$ cat src/hdl/stl_pkg.sv
// Constants, register map and carrier types for the servo torque limit selector.
// Assumes a single 200 MHz clock and a simple strobe register port.
package stl_pkg;
  // Timing
  localparam int CLK_PERIOD_NS   = 5;
  localparam int SAMPLE_DELAY_NS = 2_000_000;
  localparam int SAMPLE_CYC      = SAMPLE_DELAY_NS / CLK_PERIOD_NS;
  localparam int FILT_UNIT_NS    = 10_000;
  localparam int FILT_TICK_CYC   = FILT_UNIT_NS / CLK_PERIOD_NS;

  // Register byte addresses
  localparam logic [7:0] ADDR_FWD_INT   = 8'h00;
  localparam logic [7:0] ADDR_REV_INT   = 8'h04;
  localparam logic [7:0] ADDR_FWD_EXT   = 8'h08;
  localparam logic [7:0] ADDR_REV_EXT   = 8'h0C;
  localparam logic [7:0] ADDR_GAIN      = 8'h10;
  localparam logic [7:0] ADDR_FILT_TC   = 8'h14;
  localparam logic [7:0] ADDR_CFG       = 8'h18;
  localparam logic [7:0] ADDR_IN_MAP    = 8'h1C;
  localparam logic [7:0] ADDR_VIRT_MAP  = 8'h20;
  localparam logic [7:0] ADDR_INVERT    = 8'h24;
  localparam logic [7:0] ADDR_BUS_EN    = 8'h28;
  localparam logic [7:0] ADDR_VIRT_IN   = 8'h2C;
  localparam logic [7:0] ADDR_STATUS    = 8'h30;
  localparam logic [7:0] ADDR_EFF_LIM   = 8'h34;
  localparam logic [7:0] ADDR_TORQUE    = 8'h38;
  localparam logic [7:0] ADDR_OUT_ALLOC = 8'h3C;

  // Field positions
  localparam int CFG_ANALOG_EN_BIT = 0;
  localparam int CFG_RESTART_BIT   = 1;
  localparam int EFF_REV_LSB       = 16;
  localparam int BUS_HIGH_LSB      = 4;

  // Ranges and reset values, percent of rated torque unless noted
  localparam logic [9:0]  LIMIT_MAX       = 10'h190;
  localparam logic [9:0]  INT_LIMIT_RST   = 10'h15E;
  localparam logic [9:0]  EXT_LIMIT_RST   = 10'h064;
  localparam logic [9:0]  LIMIT_SAT       = 10'h3FF;
  localparam logic [6:0]  GAIN_MIN        = 7'h0A;
  localparam logic [6:0]  GAIN_MAX        = 7'h64;
  localparam logic [6:0]  GAIN_RST        = 7'h21;
  localparam logic [11:0] FILT_TC_MAX     = 12'h9C4;
  localparam logic [11:0] FILT_TC_RST     = 12'h032;
  localparam logic [15:0] IN_MAP_RST      = 16'hFF10;
  localparam logic [15:0] VIRT_MAP_RST    = 16'hFFFF;
  localparam logic [3:0]  FN_FWD_EXT      = 4'h0;
  localparam logic [3:0]  FN_REV_EXT      = 4'h1;
  localparam int          NUM_PHYS        = 6;
  localparam int          NUM_LOW_BUS     = 4;
  localparam int          FRAC_BITS       = 8;

  typedef enum logic [1:0] {
    MODE_POS = 2'b00,
    MODE_SPD = 2'b01,
    MODE_TRQ = 2'b10
  } stl_mode_t;

  typedef struct packed {
    logic [9:0] fwd;
    logic [9:0] rev;
  } stl_limits_t;

  typedef struct packed {
    logic fwd_ext;
    logic rev_ext;
  } stl_ext_t;
endpackage : stl_pkg

$ cat src/hdl/stl_torque_limit.sv
// Torque limit selection for one servo axis: filter, source select, clamp.
// Assumes synchronous inputs on i_clk and a host that writes settings
// through the strobe register port; read data appear one cycle after i_rd.
//
// Functional notes
// - Clamp each direction to its internal limit
// - Never exceed motor maximum torque
// - Forward input selects forward external limit
// - Reverse input selects reverse external limit
// - External limits 0..400, default 100, immediate
// - Analog limit enable honoured after restart
// - Analog limit only in speed/position
// - Analog magnitude limits both directions
// - Analog gain 10..100, default 33
// - First-order torque filter, 0..2500 units
// - Limit-active output, routed by pin allocation
// - Group one map and inversion, bits 0..7
// - Group two map and inversion, bits 8..15
// - Low-level bus enables per port
// - High-level bus enables per port
// - External inputs sampled every 2 ms
//
// Decided for this implementation: the strobed register port and the address map.
module stl_torque_limit #(
  parameter int SAMPLE_CYC = stl_pkg::SAMPLE_CYC
) (
  // Clock and reset
  input  wire logic                  i_clk,
  input  wire logic                  i_rst_n,
  // Register port
  input  wire logic [7:0]            i_addr,
  input  wire logic [31:0]           i_wdata,
  input  wire logic                  i_wr,
  input  wire logic                  i_rd,
  output logic      [31:0]           o_rdata,
  // Drive context
  input  wire stl_pkg::stl_mode_t    i_ctrl_mode,
  input  wire logic [9:0]            i_motor_max_pct,
  input  wire logic signed [11:0]    i_torque_ref,
  input  wire logic signed [15:0]    i_analog_torque_ref_mv,
  input  wire logic [5:0]            i_phys_in,
  // Outputs
  output logic signed [11:0]         o_torque_cmd,
  output logic                       o_limit_active_out,
  output logic      [2:0]            o_out_pins
);
  localparam logic [18:0] SAMPLE_LAST = 19'(SAMPLE_CYC - 1);
  localparam logic [11:0] TICK_LAST   = 12'(stl_pkg::FILT_TICK_CYC - 1);

  function automatic logic [9:0] min3(input logic [9:0] a, input logic [9:0] b,
                                      input logic [9:0] c);
    logic [9:0] m;
    m = (a < b) ? a : b;
    return (m < c) ? m : c;
  endfunction : min3

  function automatic logic hit(input logic [15:0] bits, input logic [31:0] map,
                               input logic [3:0] fn);
    logic r;
    r = 1'b0;
    for (int i = 0; i < 8; i++) begin
      if (map[i*4 +: 4] == fn && bits[i]) begin
        r = 1'b1;
      end
    end
    return r;
  endfunction : hit

  // Settings
  logic [9:0]  fwd_int_q, rev_int_q, fwd_ext_q, rev_ext_q;
  logic [6:0]  gain_q;
  logic [11:0] filt_tc_q;
  logic        analog_pend_q, analog_act_q;
  logic [31:0] in_map_q, virt_map_q;
  logic [15:0] invert_q, virt_in_q;
  logic [5:0]  bus_en_q;
  logic [1:0]  out_alloc_q;

  wire wr_fwd_int  = i_wr && i_addr == stl_pkg::ADDR_FWD_INT;
  wire wr_rev_int  = i_wr && i_addr == stl_pkg::ADDR_REV_INT;
  wire wr_fwd_ext  = i_wr && i_addr == stl_pkg::ADDR_FWD_EXT;
  wire wr_rev_ext  = i_wr && i_addr == stl_pkg::ADDR_REV_EXT;
  wire wr_gain     = i_wr && i_addr == stl_pkg::ADDR_GAIN;
  wire wr_filt     = i_wr && i_addr == stl_pkg::ADDR_FILT_TC;
  wire wr_cfg      = i_wr && i_addr == stl_pkg::ADDR_CFG;
  wire wdata_lim_ok = i_wdata <= 32'(stl_pkg::LIMIT_MAX);
  wire wdata_gain_ok = i_wdata >= 32'(stl_pkg::GAIN_MIN) && i_wdata <= 32'(stl_pkg::GAIN_MAX);
  wire wdata_tc_ok  = i_wdata <= 32'(stl_pkg::FILT_TC_MAX);
  wire restart_req  = wr_cfg && i_wdata[stl_pkg::CFG_RESTART_BIT];

  // Limits take new in-range values at once
  always_ff @(posedge i_clk or negedge i_rst_n) begin
    if (!i_rst_n) begin
      fwd_int_q <= stl_pkg::INT_LIMIT_RST;
      rev_int_q <= stl_pkg::INT_LIMIT_RST;
      fwd_ext_q <= stl_pkg::EXT_LIMIT_RST;
      rev_ext_q <= stl_pkg::EXT_LIMIT_RST;
    end else begin
      if (wr_fwd_int && wdata_lim_ok) fwd_int_q <= i_wdata[9:0];
      if (wr_rev_int && wdata_lim_ok) rev_int_q <= i_wdata[9:0];
      if (wr_fwd_ext && wdata_lim_ok) fwd_ext_q <= i_wdata[9:0];
      if (wr_rev_ext && wdata_lim_ok) rev_ext_q <= i_wdata[9:0];
    end
  end

  // Gain and filter constant, out of range ignored
  always_ff @(posedge i_clk or negedge i_rst_n) begin
    if (!i_rst_n) begin
      gain_q    <= stl_pkg::GAIN_RST;
      filt_tc_q <= stl_pkg::FILT_TC_RST;
    end else begin
      if (wr_gain && wdata_gain_ok) gain_q <= i_wdata[6:0];
      if (wr_filt && wdata_tc_ok) filt_tc_q <= i_wdata[11:0];
    end
  end

  // Active copy loads the enable bit written along with the restart, and only on restart
  always_ff @(posedge i_clk or negedge i_rst_n) begin
    if (!i_rst_n) begin
      analog_pend_q <= 1'b0;
      analog_act_q  <= 1'b0;
    end else begin
      if (wr_cfg) analog_pend_q <= i_wdata[stl_pkg::CFG_ANALOG_EN_BIT];
      if (restart_req) analog_act_q <= i_wdata[stl_pkg::CFG_ANALOG_EN_BIT];
    end
  end

  always_ff @(posedge i_clk or negedge i_rst_n) begin
    if (!i_rst_n) begin
      in_map_q    <= {16'hFFFF, stl_pkg::IN_MAP_RST};
      virt_map_q  <= {stl_pkg::VIRT_MAP_RST, stl_pkg::VIRT_MAP_RST};
      invert_q    <= 16'h0000;
      bus_en_q    <= 6'h00;
      virt_in_q   <= 16'h0000;
      out_alloc_q <= 2'h0;
    end else begin
      if (i_wr && i_addr == stl_pkg::ADDR_IN_MAP) in_map_q <= i_wdata;
      if (i_wr && i_addr == stl_pkg::ADDR_VIRT_MAP) virt_map_q <= i_wdata;
      if (i_wr && i_addr == stl_pkg::ADDR_INVERT) invert_q <= i_wdata[15:0];
      if (i_wr && i_addr == stl_pkg::ADDR_BUS_EN) bus_en_q <= i_wdata[5:0];
      if (i_wr && i_addr == stl_pkg::ADDR_VIRT_IN) virt_in_q <= i_wdata[15:0];
      if (i_wr && i_addr == stl_pkg::ADDR_OUT_ALLOC) out_alloc_q <= i_wdata[1:0];
    end
  end

  // Input bits: ports under bus control take the virtual bit instead of the pin
  logic [15:0] raw_bits;
  logic [15:0] in_bits;
  always_comb begin
    raw_bits = virt_in_q;
    for (int i = 0; i < stl_pkg::NUM_PHYS; i++) begin
      raw_bits[i] = bus_en_q[i] ? virt_in_q[i] : i_phys_in[i];
    end
  end
  assign in_bits = raw_bits ^ invert_q;

  wire fwd_now = hit(in_bits, in_map_q, stl_pkg::FN_FWD_EXT)
              || hit({8'h00, in_bits[15:8]}, virt_map_q, stl_pkg::FN_FWD_EXT);
  wire rev_now = hit(in_bits, in_map_q, stl_pkg::FN_REV_EXT)
              || hit({8'h00, in_bits[15:8]}, virt_map_q, stl_pkg::FN_REV_EXT);

  // External inputs are looked at once per sample period
  logic [18:0]       samp_cnt_q;
  stl_pkg::stl_ext_t ext_q;
  wire samp_tick = samp_cnt_q == SAMPLE_LAST;
  always_ff @(posedge i_clk or negedge i_rst_n) begin
    if (!i_rst_n) begin
      samp_cnt_q <= 19'h0_0000;
      ext_q      <= '0;
    end else begin
      samp_cnt_q <= samp_tick ? 19'h0_0000 : samp_cnt_q + 19'h0_0001;
      if (samp_tick) ext_q <= '{fwd_ext: fwd_now, rev_ext: rev_now};
    end
  end

  // Magnitude of the analog input scaled by the gain
  wire [15:0] analog_abs = i_analog_torque_ref_mv[15] ? 16'(-i_analog_torque_ref_mv)
                                                      : 16'(i_analog_torque_ref_mv);
  wire [15:0] analog_pct = analog_abs / 16'(gain_q);
  wire [9:0]  analog_lim = (analog_pct > 16'(stl_pkg::LIMIT_SAT)) ? stl_pkg::LIMIT_SAT
                                                                  : analog_pct[9:0];
  // Analog limit ignored in torque control
  wire analog_use = analog_act_q && (i_ctrl_mode == stl_pkg::MODE_SPD
                                   || i_ctrl_mode == stl_pkg::MODE_POS);
  wire [9:0] analog_cap = analog_use ? analog_lim : stl_pkg::LIMIT_SAT;

  wire [9:0] fwd_sel = ext_q.fwd_ext ? fwd_ext_q : fwd_int_q;
  wire [9:0] rev_sel = ext_q.rev_ext ? rev_ext_q : rev_int_q;
  // Smallest of selected, motor max and analog
  stl_pkg::stl_limits_t eff;
  assign eff.fwd = min3(fwd_sel, i_motor_max_pct, analog_cap);
  assign eff.rev = min3(rev_sel, i_motor_max_pct, analog_cap);

  // First-order filter stepped every filter time unit
  logic [11:0]        tick_cnt_q;
  logic signed [19:0] filt_q;
  wire                filt_tick = tick_cnt_q == TICK_LAST;
  wire signed [20:0]  filt_diff = 21'(signed'({i_torque_ref, 8'h00})) - 21'(filt_q);
  wire signed [20:0]  filt_step = filt_diff / signed'(21'({1'b0, filt_tc_q} + 13'h0001));
  always_ff @(posedge i_clk or negedge i_rst_n) begin
    if (!i_rst_n) begin
      tick_cnt_q <= 12'h000;
      filt_q     <= 20'h0_0000;
    end else begin
      tick_cnt_q <= filt_tick ? 12'h000 : tick_cnt_q + 12'h001;
      if (filt_tick) filt_q <= 20'(21'(filt_q) + filt_step);
    end
  end

  wire signed [11:0] filt_out = filt_q[19:stl_pkg::FRAC_BITS];
  wire signed [12:0] fwd_s    = signed'({3'b000, eff.fwd});
  wire signed [12:0] rev_s    = -signed'({3'b000, eff.rev});
  wire               over_fwd = 13'(filt_out) > fwd_s;
  wire               over_rev = 13'(filt_out) < rev_s;

  always_ff @(posedge i_clk or negedge i_rst_n) begin
    if (!i_rst_n) begin
      o_torque_cmd       <= 12'h000;
      o_limit_active_out <= 1'b0;
    end else begin
      o_torque_cmd       <= over_fwd ? fwd_s[11:0] : (over_rev ? rev_s[11:0] : filt_out);
      o_limit_active_out <= over_fwd || over_rev;
    end
  end
  // Output allocation, zero leaves all pins off
  always_comb begin
    o_out_pins = 3'b000;
    if (out_alloc_q != 2'h0) o_out_pins[out_alloc_q - 2'h1] = o_limit_active_out;
  end

  // Read mux; unmapped addresses read zero
  logic [31:0] rd_mux;
  always_comb begin
    unique case (i_addr)
      stl_pkg::ADDR_FWD_INT:   rd_mux = 32'(fwd_int_q);
      stl_pkg::ADDR_REV_INT:   rd_mux = 32'(rev_int_q);
      stl_pkg::ADDR_FWD_EXT:   rd_mux = 32'(fwd_ext_q);
      stl_pkg::ADDR_REV_EXT:   rd_mux = 32'(rev_ext_q);
      stl_pkg::ADDR_GAIN:      rd_mux = 32'(gain_q);
      stl_pkg::ADDR_FILT_TC:   rd_mux = 32'(filt_tc_q);
      stl_pkg::ADDR_CFG:       rd_mux = 32'(analog_pend_q);
      stl_pkg::ADDR_IN_MAP:    rd_mux = in_map_q;
      stl_pkg::ADDR_VIRT_MAP:  rd_mux = virt_map_q;
      stl_pkg::ADDR_INVERT:    rd_mux = 32'(invert_q);
      stl_pkg::ADDR_BUS_EN:    rd_mux = 32'(bus_en_q);
      stl_pkg::ADDR_VIRT_IN:   rd_mux = 32'(virt_in_q);
      stl_pkg::ADDR_STATUS:    rd_mux = 32'({analog_act_q, ext_q, o_limit_active_out});
      stl_pkg::ADDR_EFF_LIM:   rd_mux = (32'(eff.rev) << stl_pkg::EFF_REV_LSB) | 32'(eff.fwd);
      stl_pkg::ADDR_TORQUE:    rd_mux = 32'(unsigned'(o_torque_cmd));
      stl_pkg::ADDR_OUT_ALLOC: rd_mux = 32'(out_alloc_q);
      default:                 rd_mux = 32'h0000_0000;
    endcase
  end
  always_ff @(posedge i_clk or negedge i_rst_n) begin
    if (!i_rst_n) o_rdata <= 32'h0000_0000;
    else o_rdata <= i_rd ? rd_mux : 32'h0000_0000;
  end
endmodule : stl_torque_limit

$ cat config.mk
export PLATFORM = sky130hd
export DESIGN_NAME = stl_torque_limit
export DESIGN_NICKNAME = d
export VERILOG_FILES = /design/src/hdl/stl_pkg.sv /design/src/hdl/stl_torque_limit.sv
export SDC_FILE = /design/constraint.sdc
export NUM_CORES = 1
export LEC_CHECK = 0
export BUFFER_PORTS_ARGS = -buffer_cell sky130_fd_sc_hd__clkbuf_2
export CAP_MARGIN = 20
export CORE_AREA = 10 10 341 310
export CTS_CLUSTER_DIAMETER = 80
export DETAILED_ROUTE_END_ITERATION = 16
export DIE_AREA = 0 0 351 320
export PLACE_DENSITY = 0.59
export SETUP_SLACK_MARGIN = 0.4
export SYNTH_ARGS = -nofsm -noshare
export SYNTH_HDL_FRONTEND = slang
export SYNTH_SLANG_ARGS = --single-unit
$ cat constraint.sdc
create_clock -name i_clk -period 74.6 [get_ports i_clk]
set_clock_uncertainty 0.05 [all_clocks]
set_input_delay 11.19 -clock i_clk [delete_from_list [all_inputs] [get_ports i_clk]]
set_output_delay 11.19 -clock i_clk [all_outputs]
set_load 0.01 [all_outputs]
Word-level counts from Yosys, hierarchy flattened --
Cells that the tools add are included.
Word-level totals: flip-flop bits (word level) 263, logic and storage cells 216
Operators by class: add/sub/neg operators 8, div/mod/pow operators 2, $lt $le $gt $ge 13, eq/ne operators 34, muxes and demuxes 56, bitwise logic cells 3, reduce and logical (&&, ||, !) cells 78
Operators by type and width (count):
- 32-bit one-hot mux with 16 select lines | 1
- 10-bit two-way mux | 8
- 4-bit by 1-bit == test with 1-bit output (second input constant) | 16
- 8-bit by 6-bit == test with 1-bit output (second input constant) | 8
- 4-bit zero test | 16
- 1-bit logical AND | 55
- 10-bit < comparator | 4
- 1-bit two-way mux | 39
- 12-bit two-way mux | 3
- 8-bit by 5-bit == test with 1-bit output (second input constant) | 4
- 32-bit by 4-bit greater-or-equal comparator with 1-bit output (second input constant) | 1
- 32-bit by 12-bit less-or-equal comparator with 1-bit output (second input constant) | 1
- 32-bit by 7-bit less-or-equal comparator with 1-bit output (second input constant) | 1
- 32-bit by 9-bit less-or-equal comparator with 1-bit output (second input constant) | 1
- 32-bit two-way mux | 1
- 26-bit by 10-bit OR with 26-bit output | 1
- 21-bit by 21-bit divider with 21-bit output | 1
- 20-bit by 20-bit subtractor with 21-bit output | 1
- 20-bit adder | 1
- 19-bit by 1-bit adder with 19-bit output (second input constant) | 1
- 19-bit == test (second input constant) | 1
- 19-bit two-way mux | 1
- 16-bit by 7-bit divider with 16-bit output | 1
- 8-bit by 4-bit == test with 1-bit output (second input constant) | 2
- 22 further kinds | 25

Logic depth before layout (Yosys ltp) --
Gate-level depths: netlist (run 1).
depth in word-level cells 12, depth in mapped cells 296, depth with buffers taken out 274

Worst setup path after synthesis (run 1) --
Ideal clock, no wire load.
kind in2reg, from input i_torque_ref[1], to register filt_q[19], library setup time 0.131 ns, arrival 65.082 ns, data required time 74.419 ns, setup slack 9.337 ns, stages on the path 276, path buffers 21, path through ha_1 > a21o_1 > a21oi_2 > o22ai_1 > or3_1 > a311oi_1 > o21ai_1 > a211o_1 > or4_1 > inv_1 > ha_1 > nor2_1 > nor2_1 > nand3_1 > nor2_1 > mux2i_1 > ha_1 > o21a_1 > [240 not listed] > a21oi_1 > o21bai_1 > a21oi_1 > o21bai_1 > a21oi_1 > o21bai_1 > a21oi_1 > o21ai_0 > a21oi_1 > o21bai_1 > a21o_1 > a21o_1 > a21o_1 > a21oi_1 > xor2_1 > nor4_1 > a221oi_1 > nand3_1
Between the ends: cells in the longest elaborated chain, start to end 3
Ends and longest elaborated chain:
- start: declaration | line stl_torque_limit.sv:39 | input wire logic signed [11:0] i_torque_ref,
- 20-bit by 20-bit subtractor with 21-bit output | line stl_torque_limit.sv:198 | wire signed [20:0] filt_diff = 21'(signed'({i_torque_ref, 8'h00})) - 21'(filt_q);
- 21-bit by 21-bit divider with 21-bit output | line stl_torque_limit.sv:199 | wire signed [20:0] filt_step = filt_diff / signed'(21'({1'b0, filt_tc_q} + 13'h0001));
- 20-bit adder | line stl_torque_limit.sv:206 | if (filt_tick) filt_q <= 20'(21'(filt_q) + filt_step);
- end signal: assignment | line stl_torque_limit.sv:206
- end: declaration | line stl_torque_limit.sv:196 | logic signed [19:0] filt_q;
Every way passes these cells. A chain may end at the register's enable or synchronous reset.

Final worst setup path (run 1) --
Same ends and word-level chain as after synthesis.

==> results_dict.tcl, run 1 <==
set metrics [dict create \
    syn_inst 4037 \
    synth_area_um2 33100 \
    critPathMaxFanout 26 \
    drtAntennaViolNets 0 \
    cts_root_buf "clkbuf_16" \
    dr.pass1.iters 8 \
    worstHoldPathCells 1 \
    clk_latency_ns 0.59 \
    holdPathEnd "tick_cnt_q[0]" \
    tightest_slew_ns 1.18 \
    cp-start-kind "input port" \
    min_period_ns 69.82 \
    synthToLayoutAreaGrowth_pct 10.2 \
    chipHeight_um 320 \
    hold_path.class "reg -> reg" \
    cpPeakStageDelay_ns 0.67 \
    die-area_um2 112000 \
    synth_edf_count 0 \
    gp_congestion 0.891 \
    postCtsSetupBuffers 0 \
    rsz0062_at_grt "no" \
    async_reset_ff_frac 1.00 \
    vias 31698 \
    die_w_um 351 \
    hpwlAfterDp_um 86000 \
    row_count 109 \
    cts_tree "done" \
    yosysWarnings 0 \
    r2r-end "filt_q[19]" \
    port_buffers 136 \
    yosysTopAreaCell "ha_1" \
    routed_wl_um 111000 \
    drive_gt1_frac 0.167 \
    path_class "in -> reg" \
    end_kind "register" \
    maxCapViolations 0 \
    h-tree-depth 1 \
    fin_crit_sh 0.936 \
    hp-start "tick_cnt_q[0]" \
    setup-tns-final_ns 0 \
    ys_ff_latch 263 \
    finalHoldViolCount 0 \
    yosys-top-cells-area "ha_1, dfrtp_1, mux2_2" \
    critPathRequiredTime_ns 75.01 \
    max_clock_freq_mhz 14.3 \
    path_clk_slew_ns 0.06 \
    cts_made_buffers 31 \
    grt_max_degree 140 \
    rr_startpoint "filt_q[0]" \
    crit_buf_inv 10 \
    grt_antenna_before_repair 3 \
    crit_family "compound AO/OA/AOI/OAI gates" \
    io_pins 138 \
    rrSetupSlack_ns 14.66 \
    drc 0 \
    r2r_cells 258 \
    grt_first_pass_wirelength_um 171000 \
    yosysSeqAreaShare 0.202 \
    overflow 0 \
    avgRoutedWirePerCell_um 20.4 \
    drt_iter0_markers 2576 \
    grtUsageTotal 0.188 \
    syn-num-nets 4516 \
    core_area_um2 98100 \
    crit_top_cell "o21a_1" \
    setup_viol 0 \
    cts_resized 0 \
    ctsHoldBuffers 0 \
    status "complete, no violations" \
    grt_pass1_vias 29530 \
    fin_nets 4607 \
    cp.depth 258 \
    cp_slowest_cell "or4b_1" \
    slew-limit-headroom 0.210 \
    yosys.cell_types.count 115 \
    cts.sinks 263 \
    start_util 0.338 \
    clockBufferDepth 3 \
    crit_arrival_ns 70.23 \
    synth_top_area_frac 0.147 \
    synth.avg_cell_area_um2 8.20 \
    finalMaxSlewViolations 0 \
    avgViaCountPerCell 5.84 \
    yosys_most_used_dff "dfrtp_1" \
]
==> sequential cells by signal (all words and copies together) (netlist names) <==
name / flops
out_alloc_q: 2
in_map_q: 32
virt_in_q: 16
invert_q: 16
analog_pend_q: 1
o_limit_active_out: 1
rev_ext_q: 10
o_rdata: 32
fwd_ext_q: 10
o_torque_cmd: 12
gain_q: 7
fwd_int_q: 10
rev_int_q: 10
ext_q: 2
tick_cnt_q: 12
bus_en_q: 6
analog_act_q: 1
filt_q: 20
samp_cnt_q: 19
filt_tc_q: 12
virt_map_q: 32
==> logic make-up after synthesis <==
group,share of synthesized area
flip-flops,0.202
XOR/XNOR,0.0656
AO/OA/AOI/OAI,0.239
multiplexers,0.0996
buffers and inverters,0.0360
adder cells (fa/ha/maj),0.147
AND/OR/NAND/NOR,0.211
==> worst register-to-register path: cells and delay by family, from the launching register on <==
family          cells  cell delay [ns]
fa+ha+maj          24             7.15
buf+inv            10             1.78
compound gates    149            32.55
mux                 7             2.03
xor+xnor            1             0.37
flops               1             0.46
simple gates       67            15.34
==> worst max-delay path by stage <==
| stage | from | endpoint | slack [ns] |
|---|---|---|---|
| after floorplan | i_torque_ref[1] | filt_q[19] | 9.34 |
| after global placement | i_torque_ref[1] | filt_q[19] | 2.76 |
| after detailed placement | i_torque_ref[1] | filt_q[19] | 2.51 |
| after CTS | i_torque_ref[1] | filt_q[19] | 2.82 |
| after global routing | i_torque_ref[1] | filt_q[19] | 0.43 |
| final | i_torque_ref[1] | filt_q[19] | 4.78 |
==> per-stage QoR <==
stage	hold slack [ns]	cells	worst slack, ns	area (µm²)	util
2_1_floorplan	0.383	4037	9.34	33100	-
3_3_place_gp	0.403	5369	2.76	35300	0.360
3_5_place_dp	0.410	5370	2.51	35400	0.361
4_1_cts	0.418	5428	2.82	36400	0.371
5_1_grt	0.448	5430	0.427	36500	0.372
6_report	0.415	5430	4.78	36500	0.372
==> synth_stat cells, types with 11 or more instances <==
| master | instances |
|---|---|
| ha_1 | 388 |
| nor2_1 | 349 |
| nand2_1 | 298 |
| mux2_2 | 229 |
| a21oi_1 | 221 |
| o21ai_0 | 199 |
| dfrtp_1 | 183 |
| nor3_1 | 172 |
| xnor2_1 | 172 |
| inv_1 | 169 |
| o21a_1 | 158 |
| nand3_1 | 98 |
| clkbuf_1 | 89 |
| dfstp_2 | 80 |
| xor2_1 | 76 |
| a21o_1 | 75 |
| mux2i_1 | 66 |
| nor2b_1 | 63 |
| a22oi_1 | 61 |
| nand2b_1 | 60 |
| o31ai_1 | 57 |
| or3_1 | 54 |
| nand4_1 | 47 |
| a31oi_1 | 44 |
| or2_2 | 43 |
| and3_1 | 35 |
| o22ai_1 | 34 |
| nor4_1 | 33 |
| and2_1 | 32 |
| o211ai_1 | 25 |
| o21bai_1 | 23 |
| or4_1 | 23 |
| buf_2 | 21 |
| a211oi_1 | 19 |
| buf_1 | 18 |
| a221oi_1 | 16 |
| a41oi_1 | 16 |
| a22o_1 | 14 |
| a222oi_1 | 13 |
| nand3b_1 | 11 |
==> routing by layer <==
metal / GRT usage / part of all wire / vias to the layer above
li1: - / - / 15294
met1: 0.268 / 0.47 / 15343
met2: 0.298 / 0.44 / 921
met3: 0.0230 / 0.065 / 136
met4: 0.0413 / 0.022 / 4
met5: 0 / 0.00024 / -
==> final cells by class <==
cell class,count,area (µm²)
Fill cell,10072,61500
Multi-Input combinational cell,3470,25400
Sequential cell,263,6680
Tap cell,1276,1600
Timing Repair Buffer,191,1140
Clock buffer,44,895
Inverter,171,642
Clock inverter,14,146
Antenna cell,1,2.50
==> cell usage in the layout, fill, tap and decap left out, types with 34 or more instances in the layout <==
master      n
a31oi_1    44
a21o_1     73
nor2_1    343
nand3_1    98
xor2_1     74
or2_2      43
a22oi_1    61
ha_1      388
buf_4      52
nand2_1   296
o31ai_1    55
o21a_1    157
nand4_1    47
nand2b_1   60
o21ai_0   196
mux2_2    229
dfstp_2    80
or3_1      54
clkbuf_2  135
mux2i_1    65
inv_1     169
nor2b_1    63
nor3_1    170
o22ai_1    34
and3_1     35
dfrtp_1   183
a21oi_1   219
xnor2_1   167
Power of run 1 is not shown: default switching activity piles up to over one toggle a cycle in this logic, so the estimate is an artifact.
==> run 2, diff against run 1 <==
--- a/config.mk
+++ b/config.mk
@@ -7,11 +7,13 @@
 export LEC_CHECK = 0
 export BUFFER_PORTS_ARGS = -buffer_cell sky130_fd_sc_hd__clkbuf_2
 export CAP_MARGIN = 20
+export CELL_PAD_IN_SITES_DETAIL_PLACEMENT = 1
+export CELL_PAD_IN_SITES_GLOBAL_PLACEMENT = 1
 export CORE_AREA = 10 10 341 310
 export CTS_CLUSTER_DIAMETER = 80
 export DETAILED_ROUTE_END_ITERATION = 16
 export DIE_AREA = 0 0 351 320
-export PLACE_DENSITY = 0.59
+export PLACE_DENSITY = 0.7
 export SETUP_SLACK_MARGIN = 0.4
 export SYNTH_ARGS = -nofsm -noshare
 export SYNTH_HDL_FRONTEND = slang
==> run 2 against run 1 <==
Critical path depth decreased by 1. Utilization hardly changed. Hold slack improved by 0.0057 ns. Register-to-register slack better by 0.07 ns. First-iteration DRC count down 21%. Setup slack improved by 0.017 ns.
==> results_dict.tcl, run 2 (same netlist as run 1, synthesis figures left out) <==
set metrics [dict create \
    status "complete, no violations" \
    min_period_ns 69.80 \
    rsz0062_at_grt "no" \
    finalMaxSlewViolations 0 \
    start_util 0.338 \
    cts_made_buffers 28 \
    grt_first_pass_wirelength_um 184000 \
    fillers 11822 \
    h-tree-depth 1 \
    worstHoldPathCells 1 \
    cp_slowest_cell "or4_1" \
    grt_antenna_before_repair 2 \
    rr_startpoint "filt_q[0]" \
    r2r_cells 257 \
    cp-start-kind "input port" \
    cpPeakStageDelay_ns 0.59 \
    synthToLayoutAreaGrowth_pct 10.3 \
    avgViaCountPerCell 5.90 \
    routed_wl_um 118000 \
    gp_congestion 0.888 \
    multi_input_area_um2 25500 \
    drc 0 \
    path_clk_slew_ns 0.06 \
    dr.pass1.iters 7 \
    layout_common_cells "ha_1, nor2_1, nand2_1" \
    row_count 109 \
    rrSetupSlack_ns 14.73 \
    port_buffers 136 \
    crit_family "compound AO/OA/AOI/OAI gates" \
    maxCapViolations 0 \
    crit_arrival_ns 70.17 \
    hp-start "tick_cnt_q[0]" \
    layout_commonest_cell "ha_1" \
    hpwlAfterDp_um 92500 \
    clockBufferDepth 3 \
    holdPathEnd "tick_cnt_q[0]" \
    critPathRequiredTime_ns 74.97 \
    die-area_um2 112000 \
    cts.sinks 263 \
    setup-tns-final_ns 0 \
    cts_tree "done" \
    tightest_slew_ns 1.20 \
    crit_buf_inv 10 \
    crit_top_cell "o21a_1" \
    grt_max_degree 85 \
    path_class "in -> reg" \
    cts_root_buf "clkbuf_16" \
    io_pins 138 \
    finalHoldViolCount 0 \
    hold_path.class "reg -> reg" \
    drt_iter0_markers 2045 \
    grt_pass1_vias 32375 \
    overflow 0 \
    avgRoutedWirePerCell_um 21.7 \
    top_regs "in_map_q (32), o_rdata (32), virt_map_q (32)" \
    die_w_um 351 \
    grtUsageTotal 0.201 \
    fin_crit_sh 0.936 \
    ctsHoldBuffers 0 \
    antenna_cells 0 \
    setup_viol 0 \
    drtAntennaViolNets 0 \
    max_clock_freq_mhz 14.3 \
    end_kind "register" \
    r2r-end "filt_q[19]" \
    regArea_um2 6680 \
    clk_latency_ns 0.57 \
    critPathMaxFanout 22 \
    vias 32018 \
    fin_nets 4611 \
    core_area_um2 98100 \
    drive_gt1_frac 0.169 \
    chipHeight_um 320 \
    slew-limit-headroom 0.192 \
]
run 2: cell count changes in the layout (fill, tap and decap cells not counted), moves of 2 or more:
cell	previous run	this run
a21o_4	0	2
a21oi_1	219	216
a21oi_2	6	8
buf_4	52	60
clkbuf_1	6	8
clkbuf_16	31	29
clkinv_2	5	3
clkinv_4	0	2
inv_6	4	2
or2_2	43	41
or2_4	0	2
run 2: stage by stage:
stage          worst slack (ns)  utilization  instance area, µm²  hold slack [ns]  cells
3_3_place_gp               2.65        0.361               35400            0.404   5374
3_5_place_dp               1.24        0.361               35400            0.410   5374
5_1_grt                   0.303        0.373               36500            0.455   5430
4_1_cts                    1.61        0.370               36300            0.424   5426
2_1_floorplan              9.34            -               33100            0.383   4037
6_report                   4.80        0.373               36500            0.421   5430
run 2: how the worst max path moves through the flow:
stage	start	endpoint	slack (ns)	cells past startpoint
final	i_torque_ref[1]	filt_q[19]	4.80	257
after global routing	i_torque_ref[1]	filt_q[19]	0.30	259
after CTS	i_torque_ref[1]	filt_q[19]	1.61	253
after detailed placement	i_torque_ref[1]	filt_q[19]	1.24	252
after global placement	i_torque_ref[1]	filt_q[19]	2.65	257
after floorplan	i_torque_ref[1]	filt_q[19]	9.34	276
run 2: repair_timing:
action / in CTS / in global routing
endpoints found under the setup margin: 0 / 18
buffers inserted: 0 / 3
gates resized for setup: 0 / 37
run 2: per-layer routing:
metal,global-route usage,vias to the layer above,part of all wire
li1,-,15285,-
met3,0.0159,153,0.042
met5,0,-,0
met1,0.277,15884,0.47
met4,0.0516,0,0.027
met2,0.334,696,0.46
run 2: layout make-up:
type,instances,share of cell area
flip-flops and latches,263,0.183
clock inverters,9,0.00240
clock buffers,43,0.0229
well taps,1276,0.0437
inverters,171,0.0176
multi-input cells,3470,0.698
repair buffers,198,0.0325
Power of run 2 is left out for the same reason.
